File: src/rtl/uie_pkg.sv
// constants, field layout and carrier types of the interrupt enable block
// assumes a 32-bit AXI4-Lite register bus and a single synchronous clock domain
//
// Function
// - writing one to bit 0 of the set register enables the bus reset interrupt
// - writing one to bit 1 of the set register enables the transfer started interrupt
// - set bits 2..9 enable IN endpoint 0..7 transfer end interrupts
// - set bit 10 enables the control data stage done interrupt
// - set bit 11 enables the isochronous IN transfer end interrupt
// - set bits 12..19 enable OUT endpoint 0..7 transfer end interrupts
// - set bit 20 enables the isochronous OUT transfer end interrupt
// - set bit 21 enables the start of frame interrupt
// - set bit 22 enables the general bus status interrupt
// - set bit 23 enables the control setup received interrupt
// - set bit 24 enables the endpoint data interrupt
// - clear register writes of one disable the same enables, reads show shared state
// - plain read-write enable register shares state with set and clear registers

package uie_pkg;

  // ==========================================================================
  // bus geometry
  localparam int          UIE_ADDR_W     = 12;
  localparam int          UIE_DATA_W     = 32;
  localparam int          UIE_NUM_EVENTS = 25;

  // ==========================================================================
  // register offsets
  localparam logic [11:0] UIE_OFS_ENABLE = 12'h300;
  localparam logic [11:0] UIE_OFS_SET    = 12'h304;
  localparam logic [11:0] UIE_OFS_CLEAR  = 12'h308;
  localparam logic [11:0] UIE_OFS_STATUS = 12'h30c;

  // ==========================================================================
  // field positions
  localparam int          UIE_BIT_BUS_RESET = 0;
  localparam int          UIE_BIT_STARTED   = 1;
  localparam int          UIE_BIT_IN_LO     = 2;
  localparam int          UIE_BIT_IN_HI     = 9;
  localparam int          UIE_BIT_OUT_LO    = 12;
  localparam int          UIE_BIT_OUT_HI    = 19;

  // ==========================================================================
  // reset values and responses
  localparam logic [24:0] UIE_ENABLE_RESET = 25'h0;
  localparam logic [24:0] UIE_STATUS_RESET = 25'h0;
  localparam logic [1:0]  UIE_RESP_OKAY    = 2'h0;
  localparam logic [1:0]  UIE_RESP_SLVERR  = 2'h2;

  // ==========================================================================
  // one bit per controller event, bit 24 first
  typedef struct packed {
    logic       endpointDataEvent;
    logic       controlSetupReceived;
    logic       generalBusStatusEvent;
    logic       startOfFrame;
    logic       isoOutTransferEnd;
    logic [7:0] outEndpointTransferEnd;
    logic       isoInTransferEnd;
    logic       controlDataStageDone;
    logic [7:0] inEndpointTransferEnd;
    logic       transferStarted;
    logic       busResetEvent;
  } uie_events_t;

endpackage

File: src/rtl/uie_irq_enable.sv
// interrupt enable register set of the bus controller, with sticky event status
// assumes event pulses come from logic on clk; software on AXI4-Lite
//
// The AXI4-Lite slave port was left to the implementer.

`timescale 1ns/1ps
`default_nettype none

module uie_irq_enable (
  // clock and reset
  input  wire logic                    clk,
  input  wire logic                    nrst,
  // write address channel
  input  wire logic [11:0]             awaddr,
  input  wire logic                    awvalid,
  output var  logic                    awready,
  // write data channel
  input  wire logic [31:0]             wdata,
  input  wire logic [3:0]              wstrb,
  input  wire logic                    wvalid,
  output var  logic                    wready,
  // write response channel
  output var  logic [1:0]              bresp,
  output var  logic                    bvalid,
  input  wire logic                    bready,
  // read address channel
  input  wire logic [11:0]             araddr,
  input  wire logic                    arvalid,
  output var  logic                    arready,
  // read data channel
  output var  logic [31:0]             rdata,
  output var  logic [1:0]              rresp,
  output var  logic                    rvalid,
  input  wire logic                    rready,
  // controller events and enables
  input  wire uie_pkg::uie_events_t    eventPulse,
  output var  uie_pkg::uie_events_t    eventEnable,
  // interrupt
  output var  logic                    irq
);
  import uie_pkg::*;

  // ==========================================================================
  // state
  logic        awFull;
  logic        wFull;
  logic [11:0] wrAddr;
  logic [31:0] wrData;
  logic [3:0]  wrStrb;
  logic [24:0] status;

  logic        next_awFull;
  logic        next_wFull;
  logic [11:0] next_wrAddr;
  logic [31:0] next_wrData;
  logic [3:0]  next_wrStrb;
  logic        next_awready;
  logic        next_wready;
  logic [1:0]  next_bresp;
  logic        next_bvalid;
  logic        next_arready;
  logic [31:0] next_rdata;
  logic [1:0]  next_rresp;
  logic        next_rvalid;
  uie_events_t next_enable;
  logic [24:0] next_status;
  logic        next_irq;

  // ==========================================================================
  // write decode
  logic        wrFire;
  logic [11:0] wrWord;
  logic [11:0] rdWord;
  logic [31:0] wMask;
  logic [31:0] wBits;
  logic [24:0] enableBits;
  logic [24:0] eventBits;
  uie_events_t setBits;
  logic        wrMapped;

  // strobes gate each byte lane
  for (genvar b = 0; b < 4; b++) begin : g_lane
    assign wMask[8*b +: 8] = {8{wrStrb[b]}};
  end

  assign wrFire     = awFull && wFull && !bvalid;
  assign wrWord     = {wrAddr[11:2], 2'h0};
  assign rdWord     = {araddr[11:2], 2'h0};
  assign wBits      = wrData & wMask;
  assign enableBits = eventEnable;
  assign eventBits  = eventPulse;
  assign setBits    = uie_events_t'(wBits[24:0]);
  assign wrMapped   = (wrWord == UIE_OFS_ENABLE) || (wrWord == UIE_OFS_SET) ||
                      (wrWord == UIE_OFS_CLEAR)  || (wrWord == UIE_OFS_STATUS);

  // ==========================================================================
  // write channels: address and data taken in either order
  always_comb begin
    next_awFull = awFull;
    next_wFull  = wFull;
    next_wrAddr = wrAddr;
    next_wrData = wrData;
    next_wrStrb = wrStrb;
    next_bvalid = bvalid;
    next_bresp  = bresp;
    if (awvalid && awready) begin
      next_awFull = 1'b1;
      next_wrAddr = awaddr;
    end
    if (wvalid && wready) begin
      next_wFull  = 1'b1;
      next_wrData = wdata;
      next_wrStrb = wstrb;
    end
    if (wrFire) begin
      next_awFull = 1'b0;
      next_wFull  = 1'b0;
      next_bvalid = 1'b1;
      next_bresp  = wrMapped ? UIE_RESP_OKAY : UIE_RESP_SLVERR;
    end else if (bvalid && bready) begin
      next_bvalid = 1'b0;
    end
    // one write in flight; ready drops until the response is taken
    next_awready = !next_awFull && !next_bvalid;
    next_wready  = !next_wFull && !next_bvalid;
  end

  // ==========================================================================
  // enable state shared by the three enable views
  always_comb begin
    next_enable = eventEnable;
    if (wrFire) begin
      case (wrWord)
        UIE_OFS_ENABLE: begin
          // unstrobed lanes keep their value
          next_enable = uie_events_t'((enableBits & ~wMask[24:0]) |
                                      wBits[24:0]);
        end
        UIE_OFS_SET: begin
          // ones set, zeros leave alone
          next_enable.busResetEvent = eventEnable.busResetEvent |
                                      setBits.busResetEvent;
          next_enable.transferStarted = eventEnable.transferStarted |
                                        setBits.transferStarted;
          next_enable.inEndpointTransferEnd = eventEnable.inEndpointTransferEnd |
                                              setBits.inEndpointTransferEnd;
          next_enable.controlDataStageDone = eventEnable.controlDataStageDone |
                                             setBits.controlDataStageDone;
          next_enable.isoInTransferEnd = eventEnable.isoInTransferEnd |
                                         setBits.isoInTransferEnd;
          next_enable.outEndpointTransferEnd = eventEnable.outEndpointTransferEnd |
                                               setBits.outEndpointTransferEnd;
          next_enable.isoOutTransferEnd = eventEnable.isoOutTransferEnd |
                                          setBits.isoOutTransferEnd;
          next_enable.startOfFrame = eventEnable.startOfFrame |
                                     setBits.startOfFrame;
          next_enable.generalBusStatusEvent = eventEnable.generalBusStatusEvent |
                                              setBits.generalBusStatusEvent;
          next_enable.controlSetupReceived = eventEnable.controlSetupReceived |
                                             setBits.controlSetupReceived;
          next_enable.endpointDataEvent = eventEnable.endpointDataEvent |
                                          setBits.endpointDataEvent;
        end
        UIE_OFS_CLEAR: begin
          next_enable = uie_events_t'(enableBits & ~wBits[24:0]);
        end
        default: begin
          next_enable = eventEnable;
        end
      endcase
    end
  end

  // ==========================================================================
  // sticky status; a new event wins over a clear in the same cycle
  always_comb begin
    next_status = status;
    if (wrFire && (wrWord == UIE_OFS_STATUS)) begin
      next_status = status & ~wBits[24:0];
    end
    next_status = next_status | eventBits;
    // next values used so irq is not a cycle behind the status
    next_irq = |(next_status & next_enable);
  end

  // ==========================================================================
  // read channel
  always_comb begin
    next_rvalid  = rvalid;
    next_rdata   = rdata;
    next_rresp   = rresp;
    if (arvalid && arready) begin
      next_rvalid = 1'b1;
      case (rdWord)
        UIE_OFS_ENABLE, UIE_OFS_SET, UIE_OFS_CLEAR: begin
          next_rdata = {7'h00, enableBits};
          next_rresp = UIE_RESP_OKAY;
        end
        UIE_OFS_STATUS: begin
          next_rdata = {7'h00, status};
          next_rresp = UIE_RESP_OKAY;
        end
        default: begin
          next_rdata = 32'h0;
          next_rresp = UIE_RESP_SLVERR;
        end
      endcase
    end else if (rvalid && rready) begin
      next_rvalid = 1'b0;
    end
    next_arready = !next_rvalid;
  end

  // ==========================================================================
  // registers
  always_ff @(posedge clk) begin
    if (!nrst) begin
      awFull      <= 1'b0;
      wFull       <= 1'b0;
      wrAddr      <= 12'h0;
      wrData      <= 32'h0;
      wrStrb      <= 4'h0;
      awready     <= 1'b0;
      wready      <= 1'b0;
      bvalid      <= 1'b0;
      bresp       <= UIE_RESP_OKAY;
      arready     <= 1'b0;
      rvalid      <= 1'b0;
      rdata       <= 32'h0;
      rresp       <= UIE_RESP_OKAY;
      eventEnable <= uie_events_t'(UIE_ENABLE_RESET);
      status      <= UIE_STATUS_RESET;
      irq         <= 1'b0;
    end else begin
      awFull      <= next_awFull;
      wFull       <= next_wFull;
      wrAddr      <= next_wrAddr;
      wrData      <= next_wrData;
      wrStrb      <= next_wrStrb;
      awready     <= next_awready;
      wready      <= next_wready;
      bvalid      <= next_bvalid;
      bresp       <= next_bresp;
      arready     <= next_arready;
      rvalid      <= next_rvalid;
      rdata       <= next_rdata;
      rresp       <= next_rresp;
      eventEnable <= next_enable;
      status      <= next_status;
      irq         <= next_irq;
    end
  end
endmodule

`default_nettype wire

File: config.mk
export PLATFORM = sky130hd
export DESIGN_NAME = uie_irq_enable
export DESIGN_NICKNAME = d
export VERILOG_FILES = /design/src/rtl/uie_pkg.sv /design/src/rtl/uie_irq_enable.sv
export SDC_FILE = /design/constraint.sdc
export NUM_CORES = 1
export LEC_CHECK = 0
export BUFFER_PORTS_ARGS = -buffer_cell sky130_fd_sc_hd__buf_2
export CORE_MARGIN = 3
export CORE_UTILIZATION = 30
export DETAILED_ROUTE_END_ITERATION = 7
export MAX_ROUTING_LAYER = met4
export PLACE_DENSITY = 0.56
export SLEW_MARGIN = 20
export SYNTH_ARGS = -nofsm -noshare
export SYNTH_HDL_FRONTEND = slang
export SYNTH_SLANG_ARGS = --single-unit
File: constraint.sdc
create_clock -name clk -period 5.55 [get_ports clk]
set_clock_uncertainty 0.2 [all_clocks]
set_input_delay 0.2775 -clock clk [delete_from_list [all_inputs] [get_ports clk]]
set_output_delay 0.2775 -clock clk [all_outputs]
set_load 0.02 [all_outputs]
==> results.txt, run 1 <==
RePlAce Congestion = 0.835
die extent in x = 139 µm
Root Buffer = clkbuf_16
Top Family by Delay on Critical Path = simple AND/OR/NAND/NOR gates
Max Cap Viol = 0
f_max = 314 MHz
global-route wire length before repair = 28,000 µm
CP bufs+invs = 0
DR pass1 iterations = 4
Vias per Instance = 4.92
ANT nets after route = 0
vias in the first global route = 5,091
Fin Setup TNS = 0 ns
CP arrival = 3.26 ns
power share of the clock group = 49.7%
crit path cell chain = nor4_4, nand4_1, o31a_1, o221ai_1, o2111ai_1, nor4_1, a41oi_1
YS warnings = 0
sequential share of power = 42.0%
Tcrit/Tclk final = 57.4%
Seq/Total Area, Yosys = 47.0%
Routed WL = 17,600 µm
Worst path depth = 7
slowest CP cell = nand4_1
DRC = 0
CTS max path bufs = 2
final instance area = 7370 µm²
Fin Hold WS = 0.0242 ns
H-Tree Level Count = 4
GR Util All Layers = 18.8%
Synth Register Bits = 124
clk_lat worst skew = 0.42 ns
CTS tree = done
async set or reset register ratio after synthesis = 0%
Slew Limit Fails = 0
worst r2r src = wrAddr[11]$_SDFFE_PN0P_
num rows = 47
initial core utilization = 31.3%
FF-to-FF path depth = 7
hold depth = 3
power consumption = 2.26 mW
CTS Sinks = 124
layout cells sized above 1 = 21.8%
Comb pwr share = 8.3%
Syn Std Cell Area = 5280 µm²
HP Class = in -> reg
leak pwr = 3.03 nW
fill count = 1,699
Final #Nets = 933
Placed Area = 6110 µm²
Critical Path RT = 5.62 ns
final hold vios = 0
number of synthesized flops with an enable pin = 0
setup repair bufs after CTS = 0
CTS Buf Count = 17
I/O pins = 159
PD cells = 306 nW/µm²
top_reg_cell synth = dfxtp_1
# setup viols final = 0
min Tclk post-route = 3.19 ns
Max VDD drop = 234 µV
Worst Setup End Kind = flop
Port Buffers = 138
initial antenna violation count = 1
critical path startpoint category = flop
count of unique library cells instantiated by Yosys = 50
Sw Share = 23.6%
hold path start = wvalid
Area Growth Syn to Fin = 39.6%
Reg clk slew, reported paths = 0.06 ns
wire per inst = 16.3 µm
max_slew headroom = 41.4%
die area = 19,200 µm²
Mean Syn Cell Area = 8.09 µm²
vias = 5,291
CORE AREA = 16,900 µm²
Die Height = 139 µm
status = completed
DR iter-0 viols = 328
Final Core Density = 43.7%
Syn Inst Count = 653
worst setup path category = reg -> reg
hpwl dp = 12,100 µm
Worst Max-Slew Pin Slew = 0.880 ns
RSZ-0062 raised after global routing = false
pin count of the biggest net entering global routing = 59
grt ovf = 0
CP startpoint = wrAddr[11]$_SDFFE_PN0P_
internal power contribution = 1.73 mW
Psw = 532 µW
CP max stage delay = 0.62 ns
CP max FO = 14
Yosys cell counts, drive strengths merged (5+ instances only):
library cell	instances	area share, %
inv	8	0.57
nor2	129	9.2
a21oi	81	7.7
dfxtp	124	47
nor4	5	1.4
o21a	6	0.85
o221ai	6	1.0
nor3	8	0.76
o31a	20	3.3
nand3b	7	1.0
clkbuf	35	2.5
nand2b	9	1.1
o22ai	12	1.4
and2	8	0.95
buf	15	1.8
nand4	12	1.5
nand2	90	6.4
nor3b	7	1.0
o211a	7	1.3
a22oi	26	3.7
path summary, 6_finish.rpt:
check,endpoint,slack (ns)
hold reg to reg,wrAddr[3]$_SDFFE_PN0P_,0.26
setup reg to reg,irq$_SDFF_PN0_,2.36
hold / removal,wready$_SDFF_PN0_,0.02
setup / recovery,irq$_SDFF_PN0_,2.36
cells in the final DEF, fill, tap and decap left out, types with 7 or more instances in the layout:
| cell type | netlist | final |
|---|---|---|
| a22oi_1 | 26 | 26 |
| nor3_1 | 8 | 8 |
| clkbuf_16 | 0 | 17 |
| dfxtp_1 | 124 | 124 |
| dlygate4sd3_1 | 0 | 66 |
| o22ai_1 | 12 | 12 |
| buf_2 | 3 | 138 |
| nor3b_1 | 7 | 7 |
| nand3b_1 | 7 | 7 |
| nand4_1 | 11 | 11 |
| nor2_1 | 129 | 128 |
| conb_1 | 1 | 9 |
| a21oi_1 | 81 | 80 |
| nand2_1 | 90 | 89 |
| o31a_1 | 20 | 20 |
| and2_1 | 8 | 8 |
| buf_4 | 9 | 7 |
| nand2b_1 | 9 | 9 |
| o211a_1 | 7 | 7 |
final cells by class:
type,count,area [µm²],area share (%)
Antenna cell,1,2.50,0.0340
Clock buffer,22,454,6.16
Clock inverter,10,140,1.90
Inverter,8,30.0,0.407
Multi-Input combinational cell,479,2580,35.0
Sequential cell,124,2480,33.7
Tap cell,220,275,3.74
Timing Repair Buffer,211,1400,19.0
cells by family (layout without fill, tap and decap cells):
family	Yosys count	count (layout)	share of synthesized area (%)
flops	124	124	47.0
other cells	1	10	0.0710
compound gates	181	181	22.8
simple gates	289	289	25.2
buf+inv	58	251	4.83
power by group through the flow:
stage          Sequential, mW  Clock (mW)  Combinational, mW
6_report                0.949        1.12              0.186
5_1_grt                 0.953        1.18              0.206
4_1_cts                 0.948        1.14              0.187
3_5_place_dp            0.967           0              0.151
3_3_place_gp            0.966           0              0.150
2_1_floorplan           0.964           0             0.0920
routing by layer:
layer  global-route usage, %  up-vias  wire [µm]
li1                        -     2665          -
met1                    25.2     2437       8480
met2                    28.0      175       7760
met3                    5.17       14       1090
met4                    4.84        0        227
met5                       -        -          0
tightest hold or removal path, cell delays in order:
cell    delay (ns)
buf_2         0.10
and2_1        0.16
nor3_1        0.06
state kept, by name, summed over array words and instances (netlist names):
register     flops
eventEnable     25
rdata           25
status          25
wrData          25
wrAddr          10
wrStrb           4
arready          1
awFull           1
awready          1
bresp            1
bvalid           1
irq              1
rresp            1
rvalid           1
wFull            1
wready           1
per-stage QoR:
step	setup slack (ns)	instances
2_1_floorplan	3.16	661
5_1_grt	2.19	1075
3_5_place_dp	2.42	976
4_1_cts	2.39	1074
6_report	2.36	1075
3_3_place_gp	2.39	976
timing repair:
action	in CTS	in global routing
hold buffers	66	0
resized for setup	0	0
hold endpoints to repair	67	0
(Power assumes the default switching activity.)
==> run 2: changes to the inputs <==
==> constraint.sdc (replaced) <==
create_clock -name clk -period 2.99 [get_ports clk]
set_clock_uncertainty 0.2 [all_clocks]
set_input_delay 0.1495 -clock clk [delete_from_list [all_inputs] [get_ports clk]]
set_output_delay 0.1495 -clock clk [all_outputs]
set_load 0.02 [all_outputs]
==> run 2 against run 1 <==
  * Wire length barely moved
  * Sequential share of layout area fell by 0.88 points
  * Sequential power rose by 85%
  * Flip-flop and latch count did not move
  * Count of clock-buffer cells in the layout fell by 3
  * Clock power rose by 98%
  * Power rose by 92%
  * Largest cell class unchanged
==> results.txt, run 2 (same netlist as run 1, synthesis figures left out) <==
GR Util All Layers = 18.8%
grt ovf = 0
Critical Path RT = 3.07 ns
Layout Cells excl Fill = 1,091
CP max FO = 10
CTS max path bufs = 2
Diodes inserted = 0
clk_lat worst skew = 0.42 ns
CTS Sinks = 124
max_slew headroom = 29.4%
CTS Buf Count = 17
crit path cell chain = nor4_4, nand4_2, o31a_1, o22a_1, a2111o_1, nor4_1, a41oi_1
num rows = 47
Max Cap Viol = 0
f_max = 363 MHz
pin count of the biggest net entering global routing = 83
worst r2r src = wrAddr[11]$_SDFFE_PN0P_
leak pwr = 3.13 nW
initial core utilization = 31.3%
cts hold-fix bufs = 72
ANT nets after route = 0
Die Height = 139 µm
final hold vios = 0
Root Buffer = clkbuf_16
CP bufs+invs = 0
DRC = 0
PD cells = 573 nW/µm²
CP max stage delay = 0.43 ns
CORE AREA = 16,900 µm²
Worst Max-Slew Pin Slew = 1.06 ns
HP Class = in -> reg
Top Family by Delay on Critical Path = compound AO/OA/AOI/OAI gates
Slew Limit Fails = 0
initial antenna violation count = 0
Tcrit/Tclk final = 92.1%
Routed WL = 17,600 µm
critical path startpoint category = flop
min Tclk post-route = 2.75 ns
Max VDD drop = 392 µV
post_cts resized = 0
wire per inst = 16.1 µm
final setup margin = 0.236 ns
CTS tree = done
DR pass1 iterations = 5
die extent in x = 139 µm
Area Growth Syn to Fin = 43.3%
layout cells sized above 1 = 23.0%
hold path start = awvalid
pre-CTS setup slack = 0.245 ns
most frequent cells in the layout = buf_2 (138), nor2_1 (128), dfxtp_1 (124)
CP arrival = 2.84 ns
CP startpoint = wrAddr[11]$_SDFFE_PN0P_
RSZ-0062 raised after global routing = false
slowest CP cell = nor4_4
worst setup path category = reg -> reg
Reg clk slew, reported paths = 0.06 ns
I/O pins = 159
H-Tree Level Count = 4
vias in the first global route = 5,193
vias = 5,365
hpwl dp = 12,500 µm
die area = 19,200 µm²
Fin Setup TNS = 0 ns
Fin Hold WS = 0.0480 ns
Worst Setup End Kind = flop
global-route wire length before repair = 28,300 µm
Placed Cells = 987
DR iter-0 viols = 365
Final #Nets = 950
Port Buffers = 138
status = completed
RePlAce Congestion = 0.850
# setup viols final = 0
most common cell after layout, fill and taps aside = buf_2
Vias per Instance = 4.92
setup repair bufs after CTS = 0
## run 2: cell types whose count changed in the layout (fill, tap and decap cells not counted), moves of 2 or more
cell           delta
dlygate4sd3_1     +6
clkbuf_1          -4
clkinvlp_4        +2
buf_4            +10
## run 2: layout make-up
| cell class | instances | area, µm² |
|---|---|---|
| Fill cell | 1727 | 9310 |
| Multi-Input combinational cell | 479 | 2580 |
| Sequential cell | 124 | 2480 |
| Timing Repair Buffer | 228 | 1560 |
| Clock buffer | 19 | 453 |
| Tap cell | 220 | 275 |
| Clock inverter | 13 | 189 |
| Inverter | 8 | 30.0 |
## run 2: routing by layer
| metal | vias to the layer above | GRT usage (%) | wire, µm |
|---|---|---|---|
| li1 | 2696 | - | - |
| met5 | - | - | 0 |
| met3 | 21 | 3.69 | 978 |
| met2 | 183 | 27.6 | 7590 |
| met4 | 0 | 5.72 | 273 |
| met1 | 2465 | 26.2 | 8720 |
## run 2: final timing paths
check / slack (ns) / cells after the start / to
max: 0.24 / 7 / irq$_SDFF_PN0_
min: 0.05 / 4 / wrAddr[8]$_SDFFE_PN0P_
max reg2reg: 0.24 / 7 / irq$_SDFF_PN0_
min reg2reg: 0.27 / 2 / wrAddr[10]$_SDFFE_PN0P_
## run 2: per-stage QoR
stage	util, %	total power [mW]	cell area [µm²]
floorplan	-	1.96	5310
global placement	36.8	2.08	6200
detailed placement	36.8	2.08	6200
CTS	44.8	4.37	7570
global route	44.8	4.49	7570
finish	44.8	4.34	7570
## run 2: power breakdown
part / switching [mW] / leakage, nW / internal, mW / total [mW]
Clock: 0.777 / 0.298 / 1.44 / 2.22
Combinational: 0.185 / 1.82 / 0.171 / 0.356
Sequential: 0.0503 / 1.01 / 1.71 / 1.76
## run 2: worst register-to-register path, delay by kind of cell (launching register included)
family	cells	cell delay, ns
simple gates	3	0.95
flops	1	0.35
compound gates	4	1.13
